--- config.mk ---
export PLATFORM = sky130hd
export DESIGN_NAME = ppsh_top
export DESIGN_NICKNAME = d
export VERILOG_FILES = /design/src/rtl/ppsh_pkg.sv /design/src/rtl/ppsh_sync.sv /design/src/rtl/ppsh_top.sv
export SDC_FILE = /design/constraint.sdc
export NUM_CORES = 1
export LEC_CHECK = 0
export ABC_AREA = 1
export BUFFER_PORTS_ARGS = -buffer_cell sky130_fd_sc_hd__buf_2
export CAP_MARGIN = 15
export CORE_UTILIZATION = 55
export CTS_CLUSTER_DIAMETER = 150
export DETAILED_ROUTE_END_ITERATION = 10
export PLACE_DENSITY_LB_ADDON = 0.08
export SLEW_MARGIN = 20
export SYNTH_ARGS = -nofsm -noshare
export SYNTH_HDL_FRONTEND = slang
export SYNTH_SLANG_ARGS = --single-unit
--- constraint.sdc ---
create_clock -name mclk -period 4.7 [get_ports mclk]
set_input_delay 0.235 -clock mclk [delete_from_list [all_inputs] [get_ports mclk]]
set_output_delay 0.235 -clock mclk [all_outputs]
set_load 0.05 [all_outputs]
--- src/rtl/ppsh_pkg.sv ---
`default_nettype none
package ppsh_pkg;
  // ---------------------------------------------------------------
  // Register map (byte indices on the plain port)
  // ---------------------------------------------------------------
  localparam logic [3:0] ADDR_PORT_A     = 4'h0;
  localparam logic [3:0] ADDR_PORT_B     = 4'h1;
  localparam logic [3:0] ADDR_PORT_C     = 4'h2;
  localparam logic [3:0] ADDR_PORT_CL    = 4'h3;
  localparam logic [3:0] ADDR_PORT_C_DIR = 4'h4;
  localparam logic [3:0] ADDR_PORT_D     = 4'h5;
  localparam logic [3:0] ADDR_PORT_D_DIR = 4'h6;
  localparam logic [3:0] ADDR_PORT_E     = 4'h7;
  localparam logic [3:0] ADDR_HS_CTRL    = 4'h8;
  localparam logic [3:0] ADDR_PA7_DIR    = 4'h9;
  // ---------------------------------------------------------------
  // Handshake control bits
  // ---------------------------------------------------------------
  localparam int BIT_FLAG   = 7;
  localparam int BIT_IRQ_EN = 6;
  localparam int BIT_FULL   = 4;
  localparam int BIT_OUT_HS = 3;
  localparam int BIT_PULSE  = 2;
  localparam int BIT_EDGE   = 1;
  localparam int BIT_POL    = 0;
  localparam logic [7:0] HS_CTRL_RST = 8'h00;
  localparam logic [7:0] HS_CTRL_WMASK = 8'h5f;
  localparam logic [7:0] DIR_RST = 8'h00;
  localparam logic [7:0] PA_OUT_MASK = 8'h78;
  // ---------------------------------------------------------------
  // Timing
  // ---------------------------------------------------------------
  localparam int CLK_NS = 100;
  localparam int STROBE_CYCLES = 2;
  localparam logic [1:0] STROBE_CNT = 2'(STROBE_CYCLES);
endpackage : ppsh_pkg
`default_nettype wire

--- src/rtl/ppsh_sync.sv ---
`default_nettype none
module ppsh_sync (
  // Clock and reset
  input  wire logic mclk,
  input  wire logic rst_n,
  // Data
  input  wire logic d_in,
  output logic      q_out
);
  import ppsh_pkg::*;
  typedef struct packed {
    logic s1;
    logic s2;
  } ppsh_sync_t;
  ppsh_sync_t st_ff;
  ppsh_sync_t nxt_st;

  // Two stage synchroniser
  always_comb begin
    nxt_st.s1 = d_in;
    nxt_st.s2 = st_ff.s1;
  end

  always_ff @(posedge mclk or negedge rst_n) begin
    if (!rst_n) begin
      st_ff <= '0;
    end else begin
      st_ff <= nxt_st;
    end
  end
  assign q_out = st_ff.s2;
endmodule // ppsh_sync
`default_nettype wire

--- src/rtl/ppsh_top.sv ---
`default_nettype none
module ppsh_top (
  // Clock and reset
  input  wire logic       mclk,
  input  wire logic       reset_n,
  // Register port
  input  wire logic [3:0] reg_addr,
  input  wire logic [7:0] reg_wdata,
  input  wire logic       reg_wr,
  input  wire logic       reg_rd,
  output logic      [7:0] reg_rdata,
  // Mode
  input  wire logic       single_chip,
  // Port A
  input  wire logic [7:0] port_a_in,
  output logic      [7:0] port_a_out,
  output logic      [7:0] port_a_oe_n,
  // Port B
  output logic      [7:0] port_b_out,
  // Port C
  input  wire logic [7:0] port_c_in,
  output logic      [7:0] port_c_out,
  output logic      [7:0] port_c_oe_n,
  // Port D
  input  wire logic [7:0] port_d_in,
  output logic      [7:0] port_d_out,
  output logic      [7:0] port_d_oe_n,
  // Port E
  input  wire logic [7:0] port_e_in,
  // Strobes
  input  wire logic       strobe_in_pin,
  output logic            strobe_out_pin,
  // Interrupt request
  output logic            strobe_irq
);
  import ppsh_pkg::*;

  // ---------------------------------------------------------------
  // Reset release
  // ---------------------------------------------------------------
  logic [1:0] rst_sync_ff;
  logic       rst_n;
  always_ff @(posedge mclk or negedge reset_n) begin
    if (!reset_n) begin
      rst_sync_ff <= 2'h0;
    end else begin
      rst_sync_ff <= {rst_sync_ff[0], 1'b1};
    end
  end
  assign rst_n = rst_sync_ff[1];

  // ---------------------------------------------------------------
  // Pin synchronisers
  // ---------------------------------------------------------------
  logic       strobe_in_pin_s;
  logic [7:0] pa_s;
  logic [7:0] pc_s;
  logic [7:0] pd_s;
  logic [7:0] pe_s;
  logic [32:0] raw_in;
  logic [32:0] sync_out;
  assign raw_in = {strobe_in_pin, port_a_in, port_c_in, port_d_in, port_e_in};
  // Strobe goes through the same two flops as the ports
  for (genvar i = 0; i < 33; i++) begin : g_sync
    ppsh_sync u_sync (
      .mclk  (mclk),
      .rst_n (rst_n),
      .d_in  (raw_in[i]),
      .q_out (sync_out[i])
    );
  end
  assign {strobe_in_pin_s, pa_s, pc_s, pd_s, pe_s} = sync_out;

  // ---------------------------------------------------------------
  // State
  // ---------------------------------------------------------------
  typedef struct packed {
    logic [7:0] pa_out;
    logic       pa7_dir;
    logic [7:0] pb_out;
    logic [7:0] pc_out;
    logic [7:0] pc_dir;
    logic [7:0] pd_out;
    logic [7:0] pd_dir;
    logic [7:0] capture;
    logic       flag;
    logic       irq_en;
    logic       full;
    logic       out_hs;
    logic       pulse;
    logic       edge_sel;
    logic       pol;
    logic       armed;
    logic       strobe_in_pin_d;
    logic [1:0] pb_cnt;
    logic [1:0] rdy_cnt;
    logic       rdy;
    logic [7:0] rdata;
  } ppsh_state_t;
  ppsh_state_t st_ff;
  ppsh_state_t nxt_st;

  logic edge_hit;
  logic active_lvl;
  logic hs_mode;
  logic out_hs_mode;
  logic [7:0] hs_rd;

  // Edge detection compares the synchronised level with last cycle
  assign hs_mode     = single_chip;
  assign edge_hit    = hs_mode & (st_ff.edge_sel ? (strobe_in_pin_s & ~st_ff.strobe_in_pin_d)
                                                 : (~strobe_in_pin_s & st_ff.strobe_in_pin_d));
  assign active_lvl  = st_ff.edge_sel ? ~strobe_in_pin_s : strobe_in_pin_s;
  assign out_hs_mode = st_ff.full & st_ff.out_hs;
  assign hs_rd = {st_ff.flag, st_ff.irq_en, 1'b0, st_ff.full, st_ff.out_hs,
                  st_ff.pulse, st_ff.edge_sel, st_ff.pol};

  // ---------------------------------------------------------------
  // Next state
  // ---------------------------------------------------------------
  always_comb begin
    nxt_st = st_ff;
    nxt_st.strobe_in_pin_d = strobe_in_pin_s;
    if (st_ff.pb_cnt != 2'h0) begin
      nxt_st.pb_cnt = st_ff.pb_cnt - 2'h1;
    end
    if (st_ff.pulse && st_ff.rdy_cnt != 2'h0) begin
      nxt_st.rdy_cnt = st_ff.rdy_cnt - 2'h1;
    end
    // Read data, valid the cycle after the strobe only
    nxt_st.rdata = 8'h00;
    if (reg_rd) begin
      case (reg_addr)
        // Input pins sensed, output bits read driver input; port C in output handshake reads its whole latch
        ADDR_PORT_A: nxt_st.rdata = (st_ff.pa_out & PA_OUT_MASK)
                                  | (pa_s & ~PA_OUT_MASK & {~st_ff.pa7_dir, 7'h7f})
                                  | ({st_ff.pa7_dir, 7'h00} & st_ff.pa_out);
        ADDR_PORT_B: nxt_st.rdata = st_ff.pb_out;
        ADDR_PORT_C: nxt_st.rdata = out_hs_mode ? st_ff.pc_out
                                  : (st_ff.pc_out & st_ff.pc_dir) | (pc_s & ~st_ff.pc_dir);
        ADDR_PORT_CL:    nxt_st.rdata = st_ff.capture;
        ADDR_PORT_C_DIR: nxt_st.rdata = st_ff.pc_dir;
        ADDR_PORT_D: nxt_st.rdata = (st_ff.pd_out & st_ff.pd_dir) | (pd_s & ~st_ff.pd_dir);
        ADDR_PORT_D_DIR: nxt_st.rdata = st_ff.pd_dir;
        ADDR_PORT_E:     nxt_st.rdata = pe_s;
        ADDR_HS_CTRL:    nxt_st.rdata = hs_rd;
        ADDR_PA7_DIR:    nxt_st.rdata = {7'h00, st_ff.pa7_dir};
        default:         nxt_st.rdata = 8'h00;
      endcase
      // Arm the clear sequence when the flag was seen set
      if (reg_addr == ADDR_HS_CTRL) begin
        nxt_st.armed = st_ff.flag;
      end
      if (reg_addr == ADDR_PORT_CL) begin
        if (st_ff.armed && !out_hs_mode) begin
          nxt_st.flag  = 1'b0;
          nxt_st.armed = 1'b0;
        end
        // Reading the latch readies the next input transfer
        if (st_ff.full && !st_ff.out_hs) begin
          nxt_st.rdy     = 1'b1;
          nxt_st.rdy_cnt = STROBE_CNT;
        end
      end
    end
    if (reg_wr) begin
      case (reg_addr)
        ADDR_PORT_A: nxt_st.pa_out = reg_wdata & {1'b1, PA_OUT_MASK[6:0]};
        ADDR_PORT_B: begin
          nxt_st.pb_out = reg_wdata;
          if (!st_ff.full && hs_mode) begin
            nxt_st.pb_cnt = STROBE_CNT;
          end
        end
        ADDR_PORT_C: nxt_st.pc_out = reg_wdata;
        ADDR_PORT_CL: begin
          nxt_st.pc_out = reg_wdata;
          if (out_hs_mode) begin
            if (st_ff.armed) begin
              nxt_st.flag  = 1'b0;
              nxt_st.armed = 1'b0;
            end
            // New data: announce ready
            nxt_st.rdy     = 1'b1;
            nxt_st.rdy_cnt = STROBE_CNT;
          end
        end
        ADDR_PORT_C_DIR: nxt_st.pc_dir = reg_wdata;
        ADDR_PORT_D:     nxt_st.pd_out = reg_wdata;
        ADDR_PORT_D_DIR: nxt_st.pd_dir = reg_wdata;
        ADDR_HS_CTRL: begin
          nxt_st.irq_en   = reg_wdata[BIT_IRQ_EN];
          nxt_st.full     = reg_wdata[BIT_FULL];
          nxt_st.out_hs   = reg_wdata[BIT_OUT_HS];
          nxt_st.pulse    = reg_wdata[BIT_PULSE];
          nxt_st.edge_sel = reg_wdata[BIT_EDGE];
          nxt_st.pol      = reg_wdata[BIT_POL];
        end
        ADDR_PA7_DIR: nxt_st.pa7_dir = reg_wdata[0];
        default: ;
      endcase
    end
    // Strobe edge: capture and flag; set wins over a clear
    if (edge_hit) begin
      nxt_st.capture = pc_s;
      nxt_st.flag    = 1'b1;
      if (st_ff.full) begin
        nxt_st.rdy     = 1'b0;
        nxt_st.rdy_cnt = 2'h0;
      end
    end
  end

  always_ff @(posedge mclk or negedge rst_n) begin
    if (!rst_n) begin
      st_ff <= '0;
    end else begin
      st_ff <= nxt_st;
    end
  end

  // ---------------------------------------------------------------
  // Pin drive
  // ---------------------------------------------------------------
  logic rdy_act;
  logic sb_act;
  // Pulsed ready stands two cycles, interlocked until the edge
  assign rdy_act = st_ff.rdy & (~st_ff.pulse | (st_ff.rdy_cnt != 2'h0));
  assign sb_act  = st_ff.full ? rdy_act : (st_ff.pb_cnt != 2'h0);
  assign strobe_out_pin = hs_mode ? (sb_act ~^ st_ff.pol) : 1'b0;
  assign strobe_irq  = st_ff.flag & st_ff.irq_en;
  assign reg_rdata   = st_ff.rdata;
  assign port_a_out  = st_ff.pa_out & {1'b1, PA_OUT_MASK[6:0]};
  assign port_a_oe_n = ~{st_ff.pa7_dir, PA_OUT_MASK[6:0]};
  assign port_b_out  = st_ff.pb_out;
  assign port_c_out  = st_ff.pc_out;
  // Three-state variant forces all lines while the strobe is active
  assign port_c_oe_n = ~((out_hs_mode && hs_mode && active_lvl) ? 8'hff : st_ff.pc_dir);
  assign port_d_out  = st_ff.pd_out;
  assign port_d_oe_n = ~st_ff.pd_dir;
endmodule // ppsh_top
`default_nettype wire

==> reports/qor.yml <==
status: "finished, final reports clean"
synth.cell_area_um2: 5760
crit_chain: "nand2_1, clkinv_1, nand2_1, nor2_1, nor2_1, buf_2"
port_buffers: 101
multi_input_area_um2: 1760
cts-htree-levels: 4
grt_max_degree: 87
syn_inst: 640
antenna_found_initial: 0
clock_latency_ns: 0.53
place_hpwl_mm: 9.42
path_class: "reg2out"
vias: 4512
core_area_um2: 9950
crit_end: "port_c_oe_n[6]"
ys_types: 25
ctsResizeCount: 0
arrival_ns: 2.43
worst-path-stages: 6
slew_violations: 0
first_pass_iters: 5
power.leakage_uw: 0.00370
fin_nets: 792
regToRegEndpoint: "reg_rdata[0]"
cts_made_buffers: 17
root_buffer: "clkbuf_8"
finalWeightedCongestion: 0.912
period_share_pct: 56.6
fin_tns_setup_ns: 0
die_y_um: 104
min_period_ns: 2.66
ys_seq_area_share_pct: 59.1
post-route-drc-count: 0
tightest_slew_ns: 1.08
skew_ns: 0.00663
die_area_um2: 10900
grt_overflow: 0
cap_violations: 0
cts_tree: "built"
cp-startpoint: "hs_rd[4]"
grt_pass1_wl_mm: 22.2
drive_above_1_share_pct: 18.7
clock_sinks: 136
core.rowCount: 36
fmax_mhz: 376
cts_setup_buffers: 0
drt-initial-drc-count: 231
setup_viol: 0
cp_max_fo: 17
start_util_pct: 57.9
max_slew_margin_pct: 27.4
cts_buffer_depth: 2
slowest_delay_ns: 0.62
p_per_area_nw_per_um2: 519
pin_count: 116
max-vdd-ir-drop_mv: 0.351
synthToLayoutAreaGrowth_pct: 21.4
crit_slowest_cell: "nor2_1"
critPathBufInv: 2
cp.required_ns: 4.47
drt-total-wl_mm: 13.9
hold_path_class: "in2reg"
fp.dieW_um: 104
routedWlPerCell_um: 15.7
grt_usage_pct: 27.6
setup.worst_path.end_class: "output pin"
synth_seq_cells: 136
ff_latch_area_um2: 3410
final_antenna_net_count: 0
p_total_uw: 3630
syn_area_per_cell_um2: 9.00
startpoint_type: "flip-flop"
n_fill_cell: 789
cpLargestDelayFamily: "simple AND/OR/NAND/NOR gates"
reg2reg_from: "hs_rd[4]"
grt_pass1_vias: 4380
yosysWarnings: 0
hold_buffers: 32
vias_per_cell: 5.09
antenna_cells: 0
hold_viol_final: 0
reg2reg_depth: 8
clkTransAtPathRegs_ns: 0.06
r2r_slack_ns: 2.94
grt_setup_unrepaired: "false"
[worst reg2reg max path, cell delays in order, from the launching register on]
cell      delay [ns]
dfrtp_1         0.43
nand2_1         0.13
clkinv_1        0.42
nor2_1          0.23
nand2_1         0.08
nand3_1         0.08
nand2_1         0.05
nor2_1          0.17
nor2_1          0.06
[final cells by class]
| class | instances | area share (%) |
|---|---|---|
| sequential | 136 | 48.7 |
| clock inverter | 10 | 2.40 |
| multi-input combinational | 398 | 25.1 |
| tap | 133 | 2.38 |
| clock buffer | 22 | 6.48 |
| inverter | 53 | 2.84 |
| timing repair buffer | 135 | 12.1 |
[cell usage after synthesis]
| cell | n | share of area, % |
|---|---|---|
| buf_1 | 1 | 0.065 |
| o21ai_1 | 2 | 0.17 |
| buf_4 | 50 | 6.5 |
| ha_1 | 1 | 0.22 |
| nand2_1 | 193 | 13 |
| a21oi_1 | 3 | 0.26 |
| clkbuf_1 | 3 | 0.20 |
| nor2_4 | 4 | 0.78 |
| nand4_1 | 2 | 0.22 |
| xor2_1 | 1 | 0.15 |
| dfrtp_1 | 136 | 59 |
| and3_1 | 1 | 0.11 |
| nand3_2 | 1 | 0.17 |
| nand3_1 | 53 | 4.6 |
| conb_1 | 2 | 0.13 |
| nor2_1 | 46 | 3.0 |
| o21ai_0 | 64 | 5.6 |
| o211a_1 | 1 | 0.17 |
| inv_1 | 52 | 3.4 |
| buf_6 | 1 | 0.20 |
| o21bai_1 | 9 | 1.2 |
| nor2_2 | 3 | 0.33 |
| buf_2 | 7 | 0.61 |
| clkinv_1 | 1 | 0.065 |
| nor3_1 | 3 | 0.26 |
[flip-flops by register name, indices dropped and copies added (netlist names)]
register,cells
g_sync.u_sync.nxt_st,29
g_sync.u_sync.q_out,29
hs_rd,7
port_a_out,5
port_b_out,8
port_c_out,8
port_d_out,8
reg_rdata,8
rst_sync_ff,2
st_ff,32
[logic make-up (layout without fill, tap and decap cells)]
group                    Yosys count  after routing  synth area share [%]
other                              2             11                 0.130
flip-flops                       136            136                  59.1
AND/OR/NAND/NOR                  306            306                  22.0
XOR/XNOR                           1              1                 0.152
AO/OA/AOI/OAI                     79             79                  7.34
buffers and inverters            115            220                  11.0
adder cells (fa/ha/maj)            1              1                 0.217
[worst min path at each step]
| stage | start | depth (start not counted) | end |
|---|---|---|---|
| 3_5_place_dp | reset_n | 1 | rst_sync_ff[0] |
| 3_3_place_gp | reset_n | 1 | rst_sync_ff[0] |
| 2_1_floorplan | reset_n | 0 | rst_sync_ff[0] |
| 5_1_grt | reg_rd | 3 | reg_rdata[6] |
| 4_1_cts | reg_rd | 3 | reg_rdata[6] |
| 6_report | reg_rd | 3 | reg_rdata[6] |
[where the power goes]
| group | internal, uW | switching (uW) |
|---|---|---|
| logic | 208 | 597 |
| clock network | 893 | 486 |
| registers | 1320 | 123 |
[layer usage]
| metal | track usage [%] | share of wire [%] | wire (um) | vias to the layer above |
|---|---|---|---|---|
| met5 | 0 | 0 | 0 | - |
| met4 | 12.8 | 3.2 | 443 | 0 |
| met3 | 8.46 | 5.9 | 818 | 33 |
| met2 | 44.3 | 49 | 6830 | 184 |
| met1 | 34.1 | 42 | 5800 | 2131 |
| li1 | - | - | - | 2164 |
[metrics by stage]
stage	setup WS, ns	hold WS (ns)	util, %	area, um^2	cells
CTS	2.06	0.00987	70.2	6990	887
detailed placement	2.63	0.0218	60.8	6050	823
finish	2.04	0.0386	70.2	6990	887
floorplan	0.630	-0.0606	-	5790	649
global route	1.83	0.0145	70.2	6990	887
global placement	2.64	0.0207	60.8	6050	823
[layout by cell type, fill, tap and decap left out, types with 2 or more instances in the layout]
cell           instances
dlygate4sd3_1         32
nor2_1                46
clkbuf_16             16
a21oi_1                3
clkbuf_1               3
o21bai_1               9
clkinv_4               3
nand3_1               53
o21ai_0               64
nand2_1              193
nor3_1                 3
nor2_2                 3
bufinv_16              4
buf_2                101
conb_1                11
clkbuf_8               3
dfrtp_1              135
inv_1                 52
o21ai_1                2
nor2_4                 4
nand4_1                2
Power figures use the tool's default switching activity.
